<file path="config.mk">
export PLATFORM = sky130hd
export DESIGN_NAME = alu_bit_skip_core
export DESIGN_NICKNAME = d
export VERILOG_FILES = /design/src/design/alu_ops_pkg.sv /design/src/design/file_port_if.sv /design/src/design/alu_result_unit.sv /design/src/design/alu_bit_skip_core.sv
export SDC_FILE = /design/constraint.sdc
export NUM_CORES = 1
export LEC_CHECK = 0
export ABC_AREA = 1
export BUFFER_PORTS_ARGS = -buffer_cell sky130_fd_sc_hd__buf_2
export CORE_MARGIN = 10
export CORE_UTILIZATION = 35
export DETAILED_ROUTE_END_ITERATION = 16
export SLEW_MARGIN = 20
export SYNTH_ARGS = -nofsm -noshare
export SYNTH_HDL_FRONTEND = slang
export SYNTH_SLANG_ARGS = --single-unit
</file>
<file path="constraint.sdc">
create_clock -name ref_clk -period 4.92 [get_ports ref_clk]
set_clock_uncertainty 0.05 [all_clocks]
set_input_delay 0.492 -clock ref_clk [delete_from_list [all_inputs] [get_ports ref_clk]]
set_output_delay 0.492 -clock ref_clk [all_outputs]
set_load 0.01 [all_outputs]
</file>
<file path="src/design/alu_ops_pkg.sv">
// shared constants, types and operation codes for the alu datapath block
package alu_ops_pkg;
   localparam int DATA_W = 8;
   localparam int ADDR_W = 7;
   localparam int BIT_W = 3;
   localparam int CARRY_BIT = 8;
   localparam int HALF_BIT = 4;
   localparam logic [DATA_W-1:0] ZERO_BYTE = 8'h00;
   localparam logic [DATA_W-1:0] ACC_RESET = 8'h00;
   localparam logic DEST_ACC = 1'h0;
   localparam logic DEST_REG = 1'h1;
   // file register addresses with side effects; arbitrary defaults
   localparam logic [ADDR_W-1:0] TIMER_ZERO_ADDR = 7'h01;
   localparam logic [ADDR_W-1:0] PORT_ADDR = 7'h05;

   typedef enum logic [3:0] {
      OP_NOP = 4'h0,
      OP_ADD_LIT = 4'h1,
      OP_ADD_REG = 4'h2,
      OP_AND_LIT = 4'h3,
      OP_AND_REG = 4'h4,
      OP_BIT_CLR = 4'h5,
      OP_BIT_SET = 4'h6,
      OP_SKIP_ONE = 4'h7,
      OP_SKIP_ZERO = 4'h8
   } alu_op_t;

   typedef enum logic [0:0] {
      ST_RUN = 1'b0,
      ST_SKIP = 1'b1
   } exec_state_t;
endpackage : alu_ops_pkg

</file>
<file path="src/design/file_port_if.sv">
// signals between the execution core and its result/flag unit
`timescale 1ns/100ps
interface file_port_if;
   import alu_ops_pkg::*;
   alu_op_t op;
   logic [DATA_W-1:0] acc;
   logic [DATA_W-1:0] operand;
   logic [BIT_W-1:0] bit_sel;
   logic [DATA_W-1:0] result;
   logic carry;
   logic half_carry;
   logic zero;
   logic bit_val;
   modport core (output op, acc, operand, bit_sel, input result, carry, half_carry, zero, bit_val);
   modport unit (input op, acc, operand, bit_sel, output result, carry, half_carry, zero, bit_val);
endinterface : file_port_if

</file>
<file path="src/design/alu_result_unit.sv">
// combinational result and flag generation
`timescale 1ns/100ps
module alu_result_unit
   import alu_ops_pkg::*;
(
   file_port_if.unit fp
);
   function automatic logic [DATA_W-1:0] bit_mask(input logic [BIT_W-1:0] idx);
      bit_mask = 8'h01 << idx;
   endfunction : bit_mask

   logic [CARRY_BIT:0] sum;
   logic [HALF_BIT:0] half_sum;

   always_comb begin
      sum = {1'b0, fp.acc} + {1'b0, fp.operand};
      half_sum = {1'b0, fp.acc[HALF_BIT-1:0]} + {1'b0, fp.operand[HALF_BIT-1:0]};
      fp.bit_val = |(fp.operand & bit_mask(fp.bit_sel));
      case (fp.op)
         // RULE_01 literal sum
         OP_ADD_LIT, OP_ADD_REG: begin
            fp.result = sum[DATA_W-1:0];
         end
         // RULE_04 literal and
         OP_AND_LIT, OP_AND_REG: begin
            fp.result = fp.acc & fp.operand;
         end
         // RULE_06 clear one bit
         OP_BIT_CLR: begin
            fp.result = fp.operand & ~bit_mask(fp.bit_sel);
         end
         // RULE_07 set one bit
         OP_BIT_SET: begin
            fp.result = fp.operand | bit_mask(fp.bit_sel);
         end
         default: begin
            fp.result = fp.operand;
         end
      endcase
      // RULE_12 flag sources
      fp.carry = sum[CARRY_BIT];
      fp.half_carry = half_sum[HALF_BIT];
      fp.zero = (fp.result == ZERO_BYTE);
   end
endmodule : alu_result_unit

</file>
<file path="src/design/alu_bit_skip_core.sv">
// execution core for add, and, bit set/clear and bit test/skip operations
`timescale 1ns/100ps
// Summary of operation
// RULE_01 - add literal to accumulator, update c dc z
// RULE_02 - add file register to accumulator, flags updated
// RULE_03 - destination bit: 0 accumulator, 1 register
// RULE_04 - and literal into accumulator, zero only
// RULE_05 - and file register, routed, zero only
// RULE_06 - clear selected bit, flags untouched
// RULE_07 - set selected bit, flags untouched
// RULE_08 - skip next when tested bit is one
// RULE_09 - skip next when tested bit is zero
// RULE_10 - port reads use pin levels
// RULE_11 - timer zero write clears prescaler
// RULE_12 - carry bit7, half bit3, zero result
module alu_bit_skip_core
   import alu_ops_pkg::*;
(
   input wire logic ref_clk,
   input wire logic rst_n,
   input wire logic instr_valid,
   input wire alu_op_t instr_op,
   input wire logic [DATA_W-1:0] literal,
   input wire logic [ADDR_W-1:0] reg_addr,
   input wire logic [BIT_W-1:0] bit_sel,
   input wire logic dest_sel,
   input wire logic [DATA_W-1:0] reg_rdata,
   input wire logic [DATA_W-1:0] port_pins,
   input wire logic prescaler_on_timer,
   output logic [DATA_W-1:0] acc_out,
   output logic carry_flag,
   output logic half_carry_flag,
   output logic zero_flag,
   output logic reg_we,
   output logic [ADDR_W-1:0] reg_waddr,
   output logic [DATA_W-1:0] reg_wdata,
   output logic skip_active,
   output logic prescaler_clr,
   output logic instr_done
);
   // ****************************************
   // state
   // ****************************************
   typedef struct packed {
      exec_state_t st;
      logic [DATA_W-1:0] acc;
      logic c;
      logic dc;
      logic z;
      logic we;
      logic [ADDR_W-1:0] waddr;
      logic [DATA_W-1:0] wdata;
      logic pclr;
      logic done;
   } core_state_t;

   core_state_t s_reg;
   core_state_t s_next;
   logic [DATA_W-1:0] src;
   logic writes_reg;
   logic is_lit;

   file_port_if fp ();

   alu_result_unit u_result (
      .fp(fp)
   );

   // ****************************************
   // decode helpers
   // ****************************************
   // only a clear destination bit keeps a register-source result in the accumulator
   function automatic logic to_acc(input logic dsel);
      to_acc = (dsel == DEST_ACC);
   endfunction : to_acc

   // side-effect addresses match on all address bits, so no alias can trigger them
   function automatic logic addr_is(input logic [ADDR_W-1:0] addr, input logic [ADDR_W-1:0] target);
      addr_is = (addr == target);
   endfunction : addr_is

   // literal ops never read the file, so a port address in their operand field is harmless
   function automatic logic is_literal_op(input alu_op_t op);
      case (op)
         OP_ADD_LIT, OP_AND_LIT: begin
            is_literal_op = 1'b1;
         end
         default: begin
            is_literal_op = 1'b0;
         end
      endcase
   endfunction : is_literal_op

   // ****************************************
   // operand selection
   // ****************************************
   always_comb begin
      is_lit = is_literal_op(instr_op);
      // RULE_10 pins, not latch
      if (addr_is(reg_addr, PORT_ADDR)) begin
         src = port_pins;
      end else begin
         src = reg_rdata;
      end
      fp.op = instr_op;
      fp.acc = s_reg.acc;
      fp.operand = is_lit ? literal : src;
      fp.bit_sel = bit_sel;
   end

   // ****************************************
   // next state
   // ****************************************
   always_comb begin
      s_next = s_reg;
      // pulses last one cycle; acc, flags and state hold unless an op changes them
      s_next.we = 1'b0;
      s_next.pclr = 1'b0;
      s_next.done = 1'b0;
      writes_reg = 1'b0;
      case (s_reg.st)
         ST_RUN: begin
            if (instr_valid) begin
               s_next.done = 1'b1;
               case (instr_op)
                  // RULE_01 literal add into accumulator
                  OP_ADD_LIT: begin
                     s_next.acc = fp.result;
                     s_next.c = fp.carry;
                     s_next.dc = fp.half_carry;
                     s_next.z = fp.zero;
                  end
                  // RULE_02 register add with flags
                  OP_ADD_REG: begin
                     s_next.c = fp.carry;
                     s_next.dc = fp.half_carry;
                     s_next.z = fp.zero;
                     // RULE_03 destination routing
                     if (to_acc(dest_sel)) begin
                        s_next.acc = fp.result;
                     end else begin
                        writes_reg = 1'b1;
                     end
                  end
                  // RULE_04 zero flag only
                  OP_AND_LIT: begin
                     s_next.acc = fp.result;
                     s_next.z = fp.zero;
                  end
                  // RULE_05 routed and, zero only
                  OP_AND_REG: begin
                     s_next.z = fp.zero;
                     if (to_acc(dest_sel)) begin
                        s_next.acc = fp.result;
                     end else begin
                        writes_reg = 1'b1;
                     end
                  end
                  // RULE_06 RULE_07 write back, no flags
                  OP_BIT_CLR, OP_BIT_SET: begin
                     writes_reg = 1'b1;
                  end
                  // RULE_08 skip on one
                  OP_SKIP_ONE: begin
                     if (fp.bit_val) begin
                        s_next.st = ST_SKIP;
                     end
                  end
                  // RULE_09 skip on zero
                  OP_SKIP_ZERO: begin
                     if (!fp.bit_val) begin
                        s_next.st = ST_SKIP;
                     end
                  end
                  default: begin
                  end
               endcase
               if (writes_reg) begin
                  s_next.we = 1'b1;
                  s_next.waddr = reg_addr;
                  s_next.wdata = fp.result;
                  // RULE_11 timer write clears prescaler
                  s_next.pclr = addr_is(reg_addr, TIMER_ZERO_ADDR) && prescaler_on_timer;
               end
            end
         end
         // discarded instruction runs as a nop; nothing is committed
         // a skip stays pending across idle cycles until the next real instruction
         ST_SKIP: begin
            if (instr_valid) begin
               s_next.st = ST_RUN;
               s_next.done = 1'b1;
            end
         end
         default: begin
            s_next.st = ST_RUN;
         end
      endcase
   end

   always_ff @(posedge ref_clk or negedge rst_n) begin
      if (!rst_n) begin
         s_reg <= '{st: ST_RUN, acc: ACC_RESET, waddr: '0, wdata: ZERO_BYTE, default: 1'b0};
      end else begin
         s_reg <= s_next;
      end
   end

   // ****************************************
   // outputs
   // ****************************************
   // every output is a state field, so no input reaches a pin combinationally
   assign acc_out = s_reg.acc;
   assign carry_flag = s_reg.c;
   assign half_carry_flag = s_reg.dc;
   assign zero_flag = s_reg.z;
   assign reg_we = s_reg.we;
   assign reg_waddr = s_reg.waddr;
   assign reg_wdata = s_reg.wdata;
   assign skip_active = (s_reg.st == ST_SKIP);
   assign prescaler_clr = s_reg.pclr;
   assign instr_done = s_reg.done;
endmodule : alu_bit_skip_core

</file>
# Word level (Yosys, flattened, before mapping)
# Cells that the tools add are included.
# op_classes
n_addsub	2
multipliers	0
n_div	0
magnitude_cmp	0
n_eq_ne	11
n_shift	1
muxes	22
n_bitwise	6
n_reduce_logical	14
# op_table
operator	n
17-bit two-way mux	2
8-bit case mux with 4 select lines	1
30-bit two-way mux	1
8-bit bitwise AND	3
8-bit two-way mux	3
4-bit by 3-bit == test with 1-bit output (second input constant)	4
8-bit case mux with 2 select lines	1
2-bit OR reduction	5
8-bit by 8-bit adder with 9-bit output	1
1-bit two-way mux	9
3-bit AND reduction	3
4-bit by 2-bit == test with 1-bit output (second input constant)	2
8-bit logical NOT	1
8-bit NOT	1
8-bit bitwise OR	1
1-bit case mux with 2 select lines	4
8-bit OR reduction	1
1-bit by 3-bit left shift with 8-bit output (first input constant)	1
7-bit by 1-bit == test with 1-bit output (second input constant)	1
7-bit by 3-bit == test with 1-bit output (second input constant)	1
4-bit by 4-bit adder with 5-bit output	1
4-bit by 1-bit == test with 1-bit output (second input constant)	1
4-bit == test (second input constant)	1
4-bit AND reduction	1
6 further kinds	6
# word_totals
register_bits	30
latch_bits	0
ram_bits	0
mem_bits_ro	0
in_bits	43
out_inout_bits	30
elab_cells	66
mem_count	0

# Logic depth before layout (Yosys ltp)
# Gate-level depths: netlist of the first run.
# depth
ltp_word	10
mapped_depth	23
depth_no_buf	23

# Modules after synthesis
# Synthesis of the first run repeated with hierarchy kept, for this count alone.
# hier_totals
hier_cells	391
area_unflattened_um2	2514.9
# by_module_without_submodules
module	n_inst	cells_each	area_each_um2	seq_area_each_um2
alu_bit_skip_core	1	206	1566.5	750.7
alu_result_unit	1	185	948.4	0.0

# Least setup slack after synthesis of the first run
# No wires, ideal clock.
# synth_path
path_type	input to register
startpoint	input reg_addr[1]
endpoint	register s_reg, in the netlist zero_flag
setup_ps	65
arrival_ps	2569
t_required_ps	4805
slack_ps	2235
cell_stages	23
path_buffers	0
cell_sequence	inv_1 > nand2_1 > nor2_4 > nand2_4 > nand2_1 > nand3_1 > nand2_1 > ha_1 > inv_1 > fa_1 > inv_1 > nand3_1 > nand2_1 > nand2_1 > nand2_1 > nand2_1 > nand2_1 > nand2_1 > nand3_1 > nand3_1 > nor2_1 > nand2_1 > nand2_1
# synth_via
elab_chain_cells	6
elab_cells_between_ends	9
classes_between	add/sub: 1; eq/ne: 1; mux: 3; bitwise: 3; reduce/logical: 1
# synth_lines
element	line	text
start, declared	alu_bit_skip_core.sv:24	input wire logic [ADDR_W-1:0] reg_addr,
7-bit by 3-bit == test with 1-bit output *	alu_bit_skip_core.sv:79	addr_is = (addr == target);
8-bit two-way mux *	alu_bit_skip_core.sv:100	if (addr_is(reg_addr, PORT_ADDR)) begin
8-bit two-way mux *	alu_bit_skip_core.sv:107	fp.operand = is_lit ? literal : src;
8-bit by 8-bit adder with 9-bit output, or another cell as far along	alu_result_unit.sv:16	sum = {1'b0, fp.acc} + {1'b0, fp.operand};
8-bit case mux with 4 select lines *	alu_result_unit.sv:19	case (fp.op)
8-bit logical NOT *	alu_result_unit.sv:43	fp.zero = (fp.result == ZERO_BYTE);
end signal, assigned	alu_bit_skip_core.sv:205	s_reg <= s_next;
end, declared	alu_bit_skip_core.sv:57	core_state_t s_reg;
# Every way passes the cells marked *; elsewhere a longest branch is shown, timed or not.
# A chain may end at the register's enable or synchronous reset.

# Worst setup path after layout of the first run
# layout_path
startpoint	input reg_addr[4]
endpoint	register s_reg, in the netlist zero_flag
# Same word-level chain as after synthesis.

==> results.py, run 1 <==
metrics = {
    "logic_synthesis": {
        "async_flop_share": 1.00,
        "synth_top_area_frac": 0.322,
        "ys_ff_latch": 30,
        "avgSynthCellArea_um2": 6.54,
        "yosysSeqAreaShare": 0.322,
        "syn_inst": 356,
        "synth_warnings": 0,
        "synth_area_leaders": "dfrtp_1, nand2_1, nand3_1, inv_1, ha_1",
        "synth_cell_types": 33,
        "syn_nets": 408,
        "synth_top_area_cell": "dfrtp_1",
        "synth-edff-count": 0,
        "ys_top_cells_by_count": "nand2_1, nand3_1, inv_1",
        "synth.most_common_cell": "nand2_1",
        "synth_ff_type": "dfrtp_1",
        "synth.cell_area_um2": 2330,
    },
    "timing": {
        "min_period_ps": 2990,
        "setup_viol_count_final": 0,
        "final_hold_viol_count": 0,
        "fmax_mhz": 335,
        "tns_ps": 0,
        "slew_violations": 0,
        "tightestPinTransition_ps": 682,
        "period_share": 0.607,
        "whs_ps": 190,
        "maxSlewHeadroom": 0.544,
        "grt_setup_unrepaired": "no",
    },
    "power": {
        "p_leak_nw": 1.60,
        "power_density_nw_per_um2": 356,
        "vdd_ir_drop_max_mv": 0.113,
        "power_w": 0.00101,
    },
    "grt": {
        "antenna_found_initial": 0,
        "overflow": 0,
        "grt_pass1_wl_mm": 11.8,
        "track_usage": 0.141,
        "grt_pass1_vias": 2412,
        "grt_max_degree": 31,
    },
    "critical_path": {
        "worstPathCellList": "buf_2, inv_1, nand2_1, nor2_2, nand2_4, nand2_1, nand3_1, nand2_1, ha_1, inv_1, fa_1, inv_1, nand3_1, nand2_1, nand2_1, nand2_1, nand2_1, nand2_1, nand2_1, nand3_1, nand3_1, nor2_1, nand2_1, nand2_1",
        "cp_data_required_time_ps": 5100,
        "critical_path.slowest_cell": "fa_1",
        "slowest_delay_ps": 420,
        "path_delay_family": "simple AND/OR/NAND/NOR gates",
        "arrival_ps": 3170,
        "end_kind": "flip-flop",
        "cp_max_fo": 11,
        "worstSetupPathType": "in -> reg",
        "crit_path_frequent_cell": "nand2_1",
        "critPathLaunchType": "input port",
        "crit_buf_inv": 4,
    },
    "route": {
        "vias_per_cell": 4.98,
        "routedWlPerCell_um": 14.4,
        "ant_nets": 0,
        "drt_iter0_drc": 214,
        "wirelength_mm": 7.29,
        "drc_errors": 0,
        "vias": 2524,
        "firstDrtPassIters": 6,
    },
    "place": {
        "placed_area_um2": 2750,
        "place_hpwl_mm": 5.97,
        "port_buffers": 72,
        "gp_congestion": 0.891,
    },
    "layout": {
        "nFillCells": 676,
        "drive_gt1_frac": 0.244,
        "areaGrowthSynthToFinish_pct": 22.0,
        "n_antenna_cell": 0,
        "nets": 481,
        "final_area_um2": 2840,
    },
    "die": {
        "core_area_um2": 6420,
        "rows": 29,
        "io_pins": 73,
        "die_w_um": 102,
        "die_area_um2": 10300,
        "start_util": 0.363,
        "dieHeight_um": 102,
    },
    "clock_tree": {
        "cts_buffer_depth": 2,
        "postCtsSetupBuffers": 0,
        "cts.clk_slew.worst_paths_ps": 70,
        "cts_tree": "built",
        "clock_latency_ps": 290,
        "h-tree-depth": 2,
        "cts-resized-gates": 0,
        "clock-sinks": 30,
        "clockRootBuffer": "clkbuf_8",
        "cts_buffers": 5,
        "hold_buffers": 0,
    },
    "worst_hold_path": {
        "hold_path_class": "in -> async",
    },
    "job": {
        "drv_cap": 0,
    },
    "status": {
        "outcome": "finished clean",
    },
}
==> report_power, final <==
group / switching, W / internal [W] / leakage (nW)
Clock: 0.0000941 / 0.000113 / 0.0482
Combinational: 0.000257 / 0.000173 / 1.18
Sequential: 0.0000564 / 0.000321 / 0.378
Total: 0.000407 / 0.000606 / 1.60
==> per-layer routing <==
layer | part of all wire | GRT usage | vias to the layer above
met3 | 0.090 | 0.0388 | 11
li1 | - | - | 1291
met5 | 0 | 0 | -
met4 | 0.012 | 0.0374 | 0
met1 | 0.46 | 0.189 | 1119
met2 | 0.44 | 0.216 | 103
==> registers in the layout, summed over array words and instances, names as in the netlist <==
register         cells
skip_active          1
carry_flag           1
reg_waddr            7
zero_flag            1
half_carry_flag      1
prescaler_clr        1
reg_wdata            8
instr_done           1
acc_out              8
reg_we               1
==> cell families after synthesis <==
family	synth area share
xor gates and xnor gates	0.00376
and+or+nand+nor	0.436
AOI/OAI and AO/OA	0.104
adders and majority gates	0.0516
buffers and inverters	0.0827
DFF	0.322
==> final timing paths <==
kind	end	from	cells after the start	slack, ps
min in group ref_clk	instr_done	instr_valid	1	270
max in group asynchronous	reg_wdata[5]	rst_n	1	4190
hold reg to reg	reg_waddr[6]	reg_waddr[6]	2	430
setup / recovery	zero_flag	reg_addr[4]	24	1930
setup reg to reg	zero_flag	acc_out[0]	16	2750
hold / removal	acc_out[4]	rst_n	1	190
==> final cells by class <==
type | count | area, um^2 | area share
clock buffers | 7 | 86.3 | 0.0304
clock inverters | 1 | 5.00 | 0.00176
inverters | 42 | 158 | 0.0555
multi-input cells | 278 | 1390 | 0.488
flip-flops and latches | 30 | 751 | 0.264
well taps | 77 | 96.3 | 0.0339
repair buffers | 72 | 360 | 0.127
==> through the flow <==
step	worst slack, ps	utilization	cells
after floorplan	2240	-	356
after global placement	1750	0.428	499
after detailed placement	1650	0.428	499
after CTS	1930	0.443	507
after global routing	1540	0.443	507
final	1930	0.443	507
==> layout by cell type (no fill, tap or decap), types with 2 or more instances in the layout <==
cell type / n
nand3_1: 41
nor2_4: 2
or2_2: 7
o21ai_0: 17
nor2_2: 4
nor2_1: 25
nand3b_1: 4
a21oi_2: 3
a31oi_1: 3
nand2_2: 2
nand2_4: 2
and2_1: 3
inv_1: 36
buf_2: 72
dfrtp_1: 30
ha_1: 8
nand4_1: 2
o21ai_1: 4
nand2_1: 130
nor3_1: 7
inv_2: 5
o211ai_1: 5
clkbuf_8: 6
No activity file was read; power rests on OpenSTA's default activity.
==> inputs of run 2 (changes only) <==
Clock period 4.92 ns to 2.8 ns, I/O delays scaled along.
==> run 2 against run 1 <==
Effect of this change: global-route usage rose by 0.25 points; register-to-register slack worse by 2100 ps; worst setup slack got worse by 1600 ps.
==> results.py, run 2 (synthesis results as in run 1) <==
metrics = {
    "critical_path": {
        "end_kind": "flip-flop",
        "reg2reg_slack_ps": 700,
        "worstSetupPathType": "in -> reg",
        "cp_max_fo": 8,
        "r2r-end": "zero_flag",
        "rr_startpoint": "acc_out[2]",
        "ff2ff_path_depth": 11,
        "arrival_ps": 2660,
        "critPathLaunchType": "input port",
        "cp_data_required_time_ps": 2970,
    },
    "worst_hold_path": {
        "hp-start": "instr_valid",
        "hold_path_class": "in -> reg",
        "holdPathStages": 1,
        "min_to": "instr_done",
    },
    "die": {
        "io_pins": 73,
        "rows": 29,
        "dieHeight_um": 102,
        "die_w_um": 102,
        "die_area_um2": 10300,
        "start_util": 0.363,
        "core_area_um2": 6420,
    },
    "route": {
        "drc_errors": 0,
        "vias_per_cell": 4.86,
        "drt_iter0_drc": 149,
        "wirelength_mm": 7.22,
        "routedWlPerCell_um": 13.9,
        "firstDrtPassIters": 4,
        "vias": 2534,
        "ant_nets": 0,
    },
    "layout": {
        "areaGrowthSynthToFinish_pct": 28.1,
        "n_antenna_cell": 0,
        "nFillCells": 694,
        "final_common_cell": "nand2_1",
        "drive_gt1_frac": 0.275,
        "utilization": 0.465,
        "most-common-layout-cells": "nand2_1, buf_2, nand3_1",
        "nets": 495,
    },
    "grt": {
        "antenna_found_initial": 0,
        "grt_pass1_wl_mm": 12.0,
        "overflow": 0,
        "grt_max_degree": 31,
        "grt_pass1_vias": 2469,
        "track_usage": 0.143,
    },
    "clock_tree": {
        "clock-sinks": 30,
        "h-tree-depth": 2,
        "cts_buffers": 5,
        "cts_buffer_depth": 2,
        "cts.clk_slew.worst_paths_ps": 60,
        "cts_tree": "built",
        "postCtsSetupBuffers": 0,
        "clockRootBuffer": "clkbuf_8",
        "clock_latency_ps": 270,
    },
    "timing": {
        "setup_viol_count_final": 0,
        "fmax_mhz": 401,
        "whs_ps": 73.8,
        "slew_violations": 0,
        "period_share": 0.890,
        "min_period_ps": 2490,
        "final_hold_viol_count": 0,
        "grt_setup_unrepaired": "no",
        "setup_slack_ps": 308,
        "maxSlewHeadroom": 0.567,
        "tightestPinTransition_ps": 650,
    },
    "place": {
        "port_buffers": 72,
        "place_hpwl_mm": 6.05,
        "dp_slack_ps": -52.8,
        "gp_congestion": 0.838,
    },
    "power": {
        "p_leak_nw": 1.68,
        "vdd_ir_drop_max_mv": 0.225,
        "power_density_nw_per_um2": 625,
        "power_w": 0.00186,
    },
    "status": {
        "outcome": "finished clean",
    },
    "job": {
        "drv_cap": 0,
    },
}
==> run 2: per-layer routing <==
layer,vias to the layer above,GRT usage,part of all wire
met5,-,0,0
met4,0,0.0495,0.013
met3,4,0.0259,0.066
met2,89,0.228,0.44
met1,1121,0.189,0.48
li1,1320,-,-
==> run 2: metrics by stage <==
stage	TNS (ps)	cell area, um^2	instances
3_5_place_dp	-64.4	2850	512
4_1_cts	0	2970	521
6_report	0	2980	521
3_3_place_gp	0	2850	512
2_1_floorplan	0	2330	356
5_1_grt	0	2980	521
==> run 2: timing repair <==
item,CTS,global route
endpoints found under the hold margin,16,0
setup endpoints to repair,0,4
hold buffers,1,0
gates resized for setup,0,4
==> run 2: how the worst max path moves through the flow <==
stage / to / cells past startpoint / startpoint / slack (ps)
6_report: zero_flag / 19 / reg_addr[3] / 310
5_1_grt: zero_flag / 24 / reg_addr[3] / 10
4_1_cts: zero_flag / 24 / reg_addr[4] / 230
3_5_place_dp: zero_flag / 24 / reg_addr[4] / -50
3_3_place_gp: zero_flag / 19 / reg_addr[4] / 6
2_1_floorplan: zero_flag / 23 / reg_addr[1] / 330
==> run 2: cell type report <==
class / count / area (um^2) / share of cell area
repair buffers: 86 / 468 / 0.157
clock buffers: 8 / 110 / 0.0369
flip-flops and latches: 30 / 751 / 0.252
well taps: 77 / 96.3 / 0.0323
inverters: 42 / 158 / 0.0528
multi-input cells: 278 / 1400 / 0.470
==> run 2: worst max-delay path, stage by stage <==
cell,delay [ps]
buf_2,100
inv_1,70
nand2_1,80
nor2_4,170
buf_4,170
nand3b_1,80
nand3_1,90
nand2_1,80
ha_1,340
nand3_1,110
nand3_1,150
or2_2,310
nand3_1,60
nand2_1,80
a21oi_2,170
nand2_1,80
nor2_1,110
nand2_1,60
nand2_1,50
==> run 2: where the power goes <==
group | switching [W] | internal [W]
sequential | 0.000102 | 0.000563
clock | 0.000157 | 0.000248
combinational | 0.000457 | 0.000338
total | 0.000716 | 0.00115
==> inputs of run 3 (changes only) <==
Clock period 2.8 ns to 2.7 ns, I/O delays scaled along.
==> run 3 against run 2 <==
Effect of this change: first-iteration DRC count decreased by 0.67%; combinational power grew 6.3%; worst setup slack got worse by 0.77 ps; register-to-register slack worse by 90 ps; non-clock buffer count up 5; sequential power is 3.2% higher; critical path type unchanged; cell count grew 0.77%; flip-flop and latch count unchanged; largest cell class unchanged; clock power fell by 18%; cell area grew 0.38%; largest power group unchanged; power barely moved; die area unchanged.
==> results.py, run 3 (synthesis results as in run 1) <==
metrics = {
    "critical_path": {
        "worstPathCellList": "buf_2, inv_1, nand2_1, nor2_4, nand2_4, nand2_1, nand3_1, nand2_1, ha_2, inv_1, fa_2, inv_1, nand3_1, nand2_2, nand2_1, nand2_1, nand2_1, nand2_1, nand2_1, nand3_1, nand3_2, nor2_1, nand2_1, nand2_1",
        "slowest_delay_ps": 340,
        "worstSetupStartpoint": "reg_addr[3]",
        "reg2reg_slack_ps": 610,
        "arrival_ps": 2570,
        "ff2ff_path_depth": 16,
        "crit_path_frequent_cell": "nand2_1",
        "cp_max_fo": 9,
        "worstSetupPathType": "in -> reg",
        "rr_startpoint": "acc_out[0]",
        "critical_path.slowest_cell": "fa_2",
        "cp_data_required_time_ps": 2870,
        "critPathLaunchType": "input port",
        "endpoint": "zero_flag",
        "end_kind": "flip-flop",
        "r2r-end": "zero_flag",
    },
    "die": {
        "core_area_um2": 6420,
        "die_w_um": 102,
        "io_pins": 73,
        "die_area_um2": 10300,
        "dieHeight_um": 102,
        "rows": 29,
        "start_util": 0.363,
    },
    "route": {
        "vias_per_cell": 4.79,
        "drc_errors": 0,
        "ant_nets": 0,
        "drt_iter0_drc": 148,
        "routedWlPerCell_um": 13.7,
        "vias": 2513,
        "firstDrtPassIters": 4,
        "wirelength_mm": 7.21,
    },
    "power": {
        "power_w": 0.00186,
        "vdd_ir_drop_max_mv": 0.180,
        "power_density_nw_per_um2": 622,
        "p_leak_nw": 1.69,
    },
    "clock_tree": {
        "cts_buffers": 5,
        "postCtsSetupBuffers": 0,
        "h-tree-depth": 2,
        "cts_buffer_depth": 2,
        "cts.clk_slew.worst_paths_ps": 60,
        "clock-sinks": 30,
        "cts_tree": "built",
        "clockRootBuffer": "clkbuf_8",
        "clock_latency_ps": 280,
    },
    "timing": {
        "grt_setup_unrepaired": "no",
        "maxSlewHeadroom": 0.563,
        "final_hold_viol_count": 0,
        "fmax_mhz": 418,
        "tightestPinTransition_ps": 655,
        "period_share": 0.886,
        "slew_violations": 0,
        "min_period_ps": 2390,
        "setup_viol_count_final": 0,
        "whs_ps": 55.0,
    },
    "grt": {
        "gr-usage-met2": 0.224,
        "grt_max_degree": 31,
        "grtUsageMet3": 0.0306,
        "track_usage": 0.144,
        "antenna_found_initial": 0,
        "grt_pass1_wl_mm": 12.0,
        "met1_usage": 0.192,
        "grt_busiest_layer": "met2",
        "overflow": 0,
        "grt_pass1_vias": 2485,
    },
    "layout": {
        "areaGrowthSynthToFinish_pct": 28.6,
        "n_antenna_cell": 0,
        "nets": 500,
        "drive_gt1_frac": 0.281,
        "most-common-layout-cells": "nand2_1, buf_2, nand3_1",
        "final_common_cell": "nand2_1",
        "utilization": 0.466,
        "final_area_um2": 3000,
    },
    "status": {
        "outcome": "finished clean",
    },
    "job": {
        "drv_cap": 0,
    },
    "place": {
        "gp_congestion": 0.855,
        "placed_area_um2": 2890,
        "place_hpwl_mm": 6.04,
        "port_buffers": 72,
    },
    "worst_hold_path": {
        "hold_path_class": "in -> reg",
    },
}
-- run 3: cell types whose count changed in the layout (fill, tap and decap cells not counted) --
cell,before,now
buf_4,13,18
clkbuf_8,8,5
clkbuf_1,0,2
ha_1,8,7
ha_2,0,1
nand3_1,40,39
nand3_2,1,2
-- run 3: critical path: cells and delay by family --
family	cells	cell delay, ps
fa+ha+maj	2	520
buf+inv	4	280
simple gates	18	1510
-- run 3: final cells by class --
cell class,count,area [um^2]
clock buffers,7,76.3
inverters,42,158
repair buffers,91,505
well taps,77,96.3
multi-input cells,278,1410
flip-flops and latches,30,751
fillers,692,3430
-- run 3: worst min-delay path by stage --
stage | start | end | slack [ps] | cells after the start
final | instr_valid | instr_done | 60 | 1
after global routing | instr_valid | instr_done | 50 | 1
after floorplan | rst_n | acc_out[0] | -80 | 0
after global placement | rst_n | reg_waddr[1] | 290 | 1
after detailed placement | rst_n | reg_waddr[1] | 290 | 1
after CTS | instr_valid | instr_done | 50 | 1
-- run 3: per-stage QoR --
stage	worst slack, ps	cells	TNS (ps)
after detailed placement	-112	517	-248
after global placement	-40.1	517	-55.5
after global routing	4.68	525	0
after floorplan	237	356	0
final	307	525	0
after CTS	172	525	0
-- run 3: report_power, final --
part	leakage [nW]	switching (W)	internal, W	total (W)
logic	1.27	0.000478	0.000366	0.000845
clock network	0.0383	0.000156	0.000177	0.000333
registers	0.378	0.000102	0.000584	0.000686
-- run 3: timing repair --
action / in CTS / in global routing
resized for setup: 0 / 6
setup endpoints to repair: 0 / 4
hold endpoints to repair: 30 / 0
hold buffers: 1 / 0
-- run 3: layer usage --
| metal | vias up | share of wire |
|---|---|---|
| li1 | 1334 | - |
| met1 | 1090 | 0.49 |
| met2 | 78 | 0.43 |
| met3 | 11 | 0.065 |
| met4 | 0 | 0.016 |
| met5 | - | 0 |
